[src/rtl/pcm_consts.vh]
// Purpose: constants for the upper port C pin function mux
// Assumes: 3-bit function select per pin, code 0 is general-purpose I/O
// Notes:   codes not listed for a pin fall back to general-purpose I/O
`ifndef PCM_CONSTS_VH
`define PCM_CONSTS_VH

`define PCM_SEL_W          3
`define PCM_NPINS          6

// common code
`define PCM_FN_GPIO        3'h0

// pin 10
`define PCM_FN10_MOSI      3'h1
`define PCM_FN10_XBAR_IN5  3'h2
`define PCM_FN10_MISO      3'h3
`define PCM_FN10_SCLK      3'h4
// pin 11
`define PCM_FN11_CAN_TX    3'h1
`define PCM_FN11_TW1_CLK   3'h2
`define PCM_FN11_SER1_TX   3'h3
// pin 12
`define PCM_FN12_CAN_RX    3'h1
`define PCM_FN12_TW1_DAT   3'h2
`define PCM_FN12_SER1_RX   3'h3
// pin 13
`define PCM_FN13_TMR_A3    3'h1
`define PCM_FN13_XBAR_IN6  3'h2
// pin 14
`define PCM_FN14_TW0_DAT   3'h1
`define PCM_FN14_XBAR_OUT0 3'h2
// pin 15
`define PCM_FN15_TW0_CLK   3'h1
`define PCM_FN15_XBAR_OUT1 3'h2

// reset values
`define PCM_SEL_RST        18'h00000
`define PCM_DIR_RST        6'h00
`define PCM_OE_N_RST       6'h3F
`define PCM_OUT_RST        6'h00
`define PCM_SYNC_RST       6'h3F

`endif

[src/rtl/pcm_port_c_upper_mux.v]
// Purpose: function mux for port C pins 10 to 15
// Assumes: one clock clk_i (50 MHz), async active-low reset rst_n_i
// Notes:   pad bit 0 is pin 10 ... bit 5 is pin 15; pad_oe_n_o low drives
// Behaviour
// - each pin individually GPIO input or output
// - pins come up as GPIO after reset
// - SPI clock: output as master, input slave
// - MOSI: output as master, input as slave
// - MISO: input master, output slave, Z unselected
// - CAN transmit open-drain; CAN receive input
// - serial channel 1 transmit; single-wire shares pin
`include "pcm_consts.vh"

module pcm_port_c_upper_mux #(
    parameter NPINS = `PCM_NPINS
) (
    input  wire             clk_i,
    input  wire             rst_n_i,
    // configuration
    input  wire             cfg_load_i,
    input  wire [17:0]      cfg_sel_i,
    input  wire [NPINS-1:0] cfg_dir_i,
    input  wire [NPINS-1:0] gpio_out_i,
    output wire [NPINS-1:0] gpio_in_o,
    output wire [17:0]      sel_o,
    output wire [NPINS-1:0] dir_o,
    // pads
    input  wire [NPINS-1:0] pad_in_i,
    output wire [NPINS-1:0] pad_out_o,
    output wire [NPINS-1:0] pad_oe_n_o,
    // spi
    input  wire             spi_master_i,
    input  wire             spi_slave_sel_i,
    input  wire             spi_sclk_out_i,
    input  wire             spi_mosi_out_i,
    input  wire             spi_miso_out_i,
    output reg              spi_sclk_in_o,
    output reg              spi_mosi_in_o,
    output reg              spi_miso_in_o,
    // can
    input  wire             can_transmit_pin_i,
    output reg              can_receive_pin_o,
    // async serial channel 1
    input  wire             async_serial1_transmit_i,
    input  wire             async_serial1_single_wire_i,
    input  wire             async_serial1_tx_dir_i,
    output reg              async_serial1_receive_o,
    // two-wire 1 and 0 (out low = pull line low)
    input  wire             two_wire1_clock_i,
    input  wire             two_wire1_data_i,
    input  wire             two_wire0_clock_i,
    input  wire             two_wire0_data_i,
    output reg              two_wire1_clock_o,
    output reg              two_wire1_data_o,
    output reg              two_wire0_clock_o,
    output reg              two_wire0_data_o,
    // quad timer a channel 3
    input  wire             quad_timer_a_channel3_i,
    input  wire             quad_timer_a_channel3_oe_i,
    output reg              quad_timer_a_channel3_o,
    // crossbar
    input  wire             crossbar_output_0_i,
    input  wire             crossbar_output_1_i,
    output reg              crossbar_input_5_o,
    output reg              crossbar_input_6_o
);

    reg [17:0]      sel_q;
    reg [NPINS-1:0] dir_q;
    reg [NPINS-1:0] sync1_q;
    reg [NPINS-1:0] sync2_q;
    reg [NPINS-1:0] sync3_q;
    reg [NPINS-1:0] filt_q;
    reg [NPINS-1:0] out_q;
    reg [NPINS-1:0] oe_n_q;
    reg [NPINS-1:0] out_d;
    reg [NPINS-1:0] oe_n_d;

    wire [NPINS-1:0] agree;
    wire [NPINS-1:0] filt_d;
    wire [2:0]       s10;
    wire [2:0]       s11;
    wire [2:0]       s12;
    wire [2:0]       s13;
    wire [2:0]       s14;
    wire [2:0]       s15;

    assign s10 = sel_q[2:0];
    assign s11 = sel_q[5:3];
    assign s12 = sel_q[8:6];
    assign s13 = sel_q[11:9];
    assign s14 = sel_q[14:12];
    assign s15 = sel_q[17:15];

    // open-drain: drive low for a 0, release for a 1
    function od_oe_n;
        input d;
        begin
            od_oe_n = d;
        end
    endfunction

    // input value seen by a peripheral; idle level when not routed
    function route_in;
        input en;
        input pin;
        input idle;
        begin
            route_in = en ? pin : idle;
        end
    endfunction

    // a change counts once the second and third stages agree
    assign agree  = ~(sync2_q ^ sync3_q);
    assign filt_d = (sync3_q & agree) | (filt_q & ~agree);

    always @(posedge clk_i or negedge rst_n_i) begin
        if (!rst_n_i) begin
            sync1_q <= `PCM_SYNC_RST;
            sync2_q <= `PCM_SYNC_RST;
            sync3_q <= `PCM_SYNC_RST;
            filt_q  <= `PCM_SYNC_RST;
        end else begin
            sync1_q <= pad_in_i;
            sync2_q <= sync1_q;
            sync3_q <= sync2_q;
            filt_q  <= filt_d;
        end
    end

    always @(posedge clk_i or negedge rst_n_i) begin
        if (!rst_n_i) begin
            sel_q <= `PCM_SEL_RST;
            dir_q <= `PCM_DIR_RST;
        end else if (cfg_load_i) begin
            sel_q <= cfg_sel_i;
            dir_q <= cfg_dir_i;
        end
    end

    always @* begin
        // gpio per pin by default
        out_d  = gpio_out_i;
        oe_n_d = ~dir_q;

        // pin 10
        if (s10 == `PCM_FN10_MOSI) begin
            out_d[0]  = spi_mosi_out_i;
            oe_n_d[0] = ~spi_master_i;
        end else if (s10 == `PCM_FN10_XBAR_IN5) begin
            out_d[0]  = 1'b0;
            oe_n_d[0] = 1'b1;
        end else if (s10 == `PCM_FN10_MISO) begin
            out_d[0]  = spi_miso_out_i;
            oe_n_d[0] = spi_master_i | ~spi_slave_sel_i;
        end else if (s10 == `PCM_FN10_SCLK) begin
            out_d[0]  = spi_sclk_out_i;
            oe_n_d[0] = ~spi_master_i;
        end

        // pin 11
        if (s11 == `PCM_FN11_CAN_TX) begin
            out_d[1]  = 1'b0;
            oe_n_d[1] = od_oe_n(can_transmit_pin_i);
        end else if (s11 == `PCM_FN11_TW1_CLK) begin
            out_d[1]  = 1'b0;
            oe_n_d[1] = od_oe_n(two_wire1_clock_i);
        end else if (s11 == `PCM_FN11_SER1_TX) begin
            out_d[1]  = async_serial1_transmit_i;
            oe_n_d[1] = async_serial1_single_wire_i &
                        ~async_serial1_tx_dir_i;
        end

        // pin 12
        if (s12 == `PCM_FN12_CAN_RX || s12 == `PCM_FN12_SER1_RX) begin
            out_d[2]  = 1'b0;
            oe_n_d[2] = 1'b1;
        end else if (s12 == `PCM_FN12_TW1_DAT) begin
            out_d[2]  = 1'b0;
            oe_n_d[2] = od_oe_n(two_wire1_data_i);
        end

        // pin 13
        if (s13 == `PCM_FN13_TMR_A3) begin
            out_d[3]  = quad_timer_a_channel3_i;
            oe_n_d[3] = ~quad_timer_a_channel3_oe_i;
        end else if (s13 == `PCM_FN13_XBAR_IN6) begin
            out_d[3]  = 1'b0;
            oe_n_d[3] = 1'b1;
        end

        // pin 14
        if (s14 == `PCM_FN14_TW0_DAT) begin
            out_d[4]  = 1'b0;
            oe_n_d[4] = od_oe_n(two_wire0_data_i);
        end else if (s14 == `PCM_FN14_XBAR_OUT0) begin
            out_d[4]  = crossbar_output_0_i;
            oe_n_d[4] = 1'b0;
        end

        // pin 15
        if (s15 == `PCM_FN15_TW0_CLK) begin
            out_d[5]  = 1'b0;
            oe_n_d[5] = od_oe_n(two_wire0_clock_i);
        end else if (s15 == `PCM_FN15_XBAR_OUT1) begin
            out_d[5]  = crossbar_output_1_i;
            oe_n_d[5] = 1'b0;
        end
    end

    always @(posedge clk_i or negedge rst_n_i) begin
        if (!rst_n_i) begin
            out_q  <= `PCM_OUT_RST;
            oe_n_q <= `PCM_OE_N_RST;
        end else begin
            out_q  <= out_d;
            oe_n_q <= oe_n_d;
        end
    end

    // peripheral inputs from the filtered pins
    always @(posedge clk_i or negedge rst_n_i) begin
        if (!rst_n_i) begin
            spi_sclk_in_o           <= 1'b0;
            spi_mosi_in_o           <= 1'b0;
            spi_miso_in_o           <= 1'b0;
            can_receive_pin_o       <= 1'b1;
            async_serial1_receive_o <= 1'b1;
            two_wire1_clock_o       <= 1'b1;
            two_wire1_data_o        <= 1'b1;
            two_wire0_clock_o       <= 1'b1;
            two_wire0_data_o        <= 1'b1;
            quad_timer_a_channel3_o <= 1'b0;
            crossbar_input_5_o      <= 1'b0;
            crossbar_input_6_o      <= 1'b0;
        end else begin
            spi_sclk_in_o <= route_in(s10 == `PCM_FN10_SCLK &&
                                      !spi_master_i, filt_q[0], 1'b0);
            spi_mosi_in_o <= route_in(s10 == `PCM_FN10_MOSI &&
                                      !spi_master_i, filt_q[0], 1'b0);
            spi_miso_in_o <= route_in(s10 == `PCM_FN10_MISO &&
                                      spi_master_i, filt_q[0], 1'b0);
            can_receive_pin_o <= route_in(s12 == `PCM_FN12_CAN_RX,
                                          filt_q[2], 1'b1);
            if (s11 == `PCM_FN11_SER1_TX && async_serial1_single_wire_i)
                async_serial1_receive_o <= filt_q[1];
            else
                async_serial1_receive_o <= route_in(s12 == `PCM_FN12_SER1_RX,
                                                    filt_q[2], 1'b1);
            two_wire1_clock_o <= route_in(s11 == `PCM_FN11_TW1_CLK,
                                          filt_q[1], 1'b1);
            two_wire1_data_o  <= route_in(s12 == `PCM_FN12_TW1_DAT,
                                          filt_q[2], 1'b1);
            two_wire0_data_o  <= route_in(s14 == `PCM_FN14_TW0_DAT,
                                          filt_q[4], 1'b1);
            two_wire0_clock_o <= route_in(s15 == `PCM_FN15_TW0_CLK,
                                          filt_q[5], 1'b1);
            quad_timer_a_channel3_o <= route_in(s13 == `PCM_FN13_TMR_A3,
                                                filt_q[3], 1'b0);
            crossbar_input_5_o <= route_in(s10 == `PCM_FN10_XBAR_IN5,
                                           filt_q[0], 1'b0);
            crossbar_input_6_o <= route_in(s13 == `PCM_FN13_XBAR_IN6,
                                           filt_q[3], 1'b0);
        end
    end

    assign pad_out_o  = out_q;
    assign pad_oe_n_o = oe_n_q;
    assign gpio_in_o  = filt_q;
    assign sel_o      = sel_q;
    assign dir_o      = dir_q;

endmodule // pcm_port_c_upper_mux

[config.mk]
export PLATFORM = sky130hd
export DESIGN_NAME = pcm_port_c_upper_mux
export DESIGN_NICKNAME = d
export VERILOG_FILES = /design/src/rtl/pcm_port_c_upper_mux.v
export VERILOG_INCLUDE_DIRS = /design/src /design/src/rtl
export SDC_FILE = /design/constraint.sdc
export NUM_CORES = 1
export LEC_CHECK = 0
export ABC_AREA = 1
export BUFFER_PORTS_ARGS = -buffer_cell sky130_fd_sc_hd__buf_2
export CORE_MARGIN = 10
export CORE_UTILIZATION = 35
export DETAILED_ROUTE_END_ITERATION = 12
export GPL_TIMING_DRIVEN = 0
export REMOVE_ABC_BUFFERS = 1
export SETUP_SLACK_MARGIN = 0.4
export SYNTH_ARGS = -nofsm -noshare
export SYNTH_HDL_FRONTEND = slang
export SYNTH_SLANG_ARGS = --single-unit
[constraint.sdc]
create_clock -name clk_i -period 1.7 [get_ports clk_i]
set_input_delay 0.425 -clock clk_i [delete_from_list [all_inputs] [get_ports clk_i]]
set_output_delay 0.425 -clock clk_i [all_outputs]
set_load 0.05 [all_outputs]
==> impl_metrics.tcl <==
set metrics [dict create \
    worst_slack_ps 241.6 \
    setup.worst_path.start_class "flip-flop" \
    drv_cap 0 \
    die_y_um 107.7 \
    cts_sinks 72 \
    max_freq_mhz 685.7 \
    crit_type "reg2out" \
    start_util_pct 36.55 \
    synth_area_um2 2694 \
    drtIter0Drc 30 \
    hold_path.class "in2reg" \
    ys_types 25 \
    grt-ovfl-total 0 \
    synth.top_cell.area_share_pct 35.11 \
    critical_path.max_fanout 2 \
    finalCriticalPeriod_ps 1458 \
    worst_ir_drop_vdd_v 0.0005853 \
    grt_pass1_vias 2357 \
    period_share_pct 85.79 \
    arrival_ps 1030 \
    dp.cells 442 \
    gp_congestion 0.7287 \
    drc 0 \
    postRouteAntennaNets 0 \
    ys_top_cells_by_area "dfstp_2, dfrtp_1, nand2_1" \
    vias 2185 \
    rows 31 \
    tightest_slew_ps 867.5 \
    syn_inst 239 \
    p_leak_nw 2.064 \
    post_drt_wl_per_cell_um 13.99 \
    fin_cells 484 \
    pre_cts_slack_ps 147.4 \
    hold_viol_final 0 \
    crit_family "flip-flops" \
    drive_above_1_share_pct 54.81 \
    via_per_inst 4.514 \
    endpoint_kind "primary output" \
    routed_wl_um 6773 \
    setup_viol 0 \
    dieArea_um2 11610 \
    grt_pass1_wl_um 11160 \
    worstSkewPairLatency_ps 330 \
    critical_path.cell_chain "buf_8" \
    syn_avg_cell_area_um2 11.27 \
    root_buffer "clkbuf_8" \
    dp_hpwl_um 4751 \
    synth_top_area_cell "dfstp_2" \
    cp.required_ps 1270 \
    die_w_um 107.7 \
    finalMaxSlewViolations 0 \
    cts_tree "built" \
    rsz0062_at_grt "yes" \
    antennaDiodeCount 0 \
    grt_max_degree 73 \
    ys_warn_count 0 \
    max_slew_margin_pct 42.17 \
    cts_max_level 3 \
    firstDrtPassIters 4 \
    clockBufferDepth 2 \
    antenna_found_initial 0 \
    seq_area_frac_synth_pct 68.56 \
    power.density_nw_per_um2 1138 \
    grt.total_usage_pct 12.02 \
    status "complete, no violations" \
    crit_buf_inv 1 \
    port_buffers 109 \
    holdWs_ps 186.6 \
    area_growth_pct 54.90 \
    ios 110 \
    cts.clk_slew.worst_paths_ps 70 \
    core_um2 7370 \
    cp_slowest_stage_delay_ps 560 \
    cts_buffers 9 \
    skew_ps 5.302 \
    ys_ff_latch 72 \
    slowest_stage "dfstp_2" \
    num-nets-final 436 \
]
Yosys cell counts:
cell / instances
nor2_1: 10
nor3_2: 2
dfstp_2: 36
clkbuf_1: 1
inv_2: 3
o22ai_1: 1
nor3b_1: 1
maj3_1: 6
inv_1: 30
o21ai_1: 1
mux2_4: 4
nand2_2: 3
o211ai_1: 1
o21ai_0: 23
nor3_1: 2
nand4_1: 3
nand3_1: 14
mux2_2: 2
dfrtp_1: 36
buf_6: 2
nor2_2: 4
or2_2: 1
nand2_1: 47
buf_2: 2
a21oi_1: 4
metal layers:
layer / routed length, um / up-vias / global-route usage (%) / part of all wire [%]
met4: 105 / 0 / 4.866 / 1.6
met2: 3173 / 89 / 19.43 / 47
li1: - / 1044 / - / -
met3: 729 / 11 / 5.449 / 11
met5: 0 / - / 0 / 0
met1: 2764 / 1041 / 13.50 / 41
layout make-up:
class	instances	area, um^2
clock buffers	12	155.1
clock inverters	4	76.32
fillers	666	3197
inverters	33	123.9
multi-input cells	129	691.9
flip-flops and latches	72	1853
well taps	99	123.9
repair buffers	135	1149
worst paths after layout:
| path | from | to | slack (ps) | depth (start not counted) |
|---|---|---|---|---|
| setup reg to reg | sel_o[8] | async_serial1_receive_o | 480 | 6 |
| hold / removal | pad_in_i[2] | sync1_q[2] | 190 | 1 |
| hold reg to reg | sync1_q[3] | sync2_q[3] | 350 | 0 |
| setup / recovery | flip-flop | gpio_in_o[1] | 240 | 1 |
| min in group asynchronous | rst_n_i | dir_o[2] | 210 | 1 |
| max in group asynchronous | rst_n_i | sel_o[2] | 870 | 1 |
what timing repair did:
action / 4_1_cts / 5_1_grt
pin swaps: 0 / 0
setup buffers: 21 / 5
gates cloned: 0 / 0
endpoints found under the setup margin: 54 / 55
hold buffers: 0 / 0
gates resized for setup: 131 / 1
cell families (layout without fill, tap and decap cells):
family | after synthesis | in the layout | share of synthesized area, %
AOI/OAI and AO/OA | 30 | 30 | 5.713
adders and majority gates | 6 | 6 | 2.230
buffers and inverters | 38 | 184 | 5.945
DFF | 72 | 72 | 68.56
muxes | 6 | 6 | 3.066
and+or+nand+nor | 87 | 87 | 14.49
stage by stage:
| stage | TNS (ps) | total power [mW] | utilization, % | cell area [um^2] |
|---|---|---|---|---|
| 2_1_floorplan | 0 | 2.654 | - | 2658 |
| 6_report | 0 | 4.750 | 56.62 | 4173 |
| 3_3_place_gp | -6405 | 2.940 | 45.14 | 3327 |
| 4_1_cts | 0 | 4.812 | 56.04 | 4130 |
| 3_5_place_dp | 0 | 2.953 | 45.18 | 3329 |
| 5_1_grt | 0 | 4.999 | 56.62 | 4173 |
cell usage in the layout (no fill, tap or decap), types with 2 or more instances in the layout:
master,instances
buf_4,27
nand3_1,14
inv_1,30
inv_2,3
buf_6,36
o21ai_0,23
buf_8,18
nor2_1,10
nand4_1,3
nand2_2,3
nand2_1,47
nor3_2,3
dfrtp_2,5
clkbuf_8,11
nor2_2,4
buf_2,54
a21oi_1,4
dfrtp_1,31
maj3_1,6
dfstp_2,36
bufinv_16,2
mux2_4,4
mux2_2,2
power by group:
group | internal [mW] | total (mW) | switching (mW)
clock | 0.910 | 1.51 | 0.604
sequential | 1.91 | 2.01 | 0.0954
combinational | 0.483 | 1.23 | 0.745
registers in the layout, summed over array words and instances (netlist names), 6 cells and up, named ones only:
signal / count
sync2_q: 6
sel_o: 18
pad_out_o: 6
pad_oe_n_o: 6
sync3_q: 6
sync1_q: 6
dir_o: 6
Note: power is estimated with default switching activity, not from simulation.
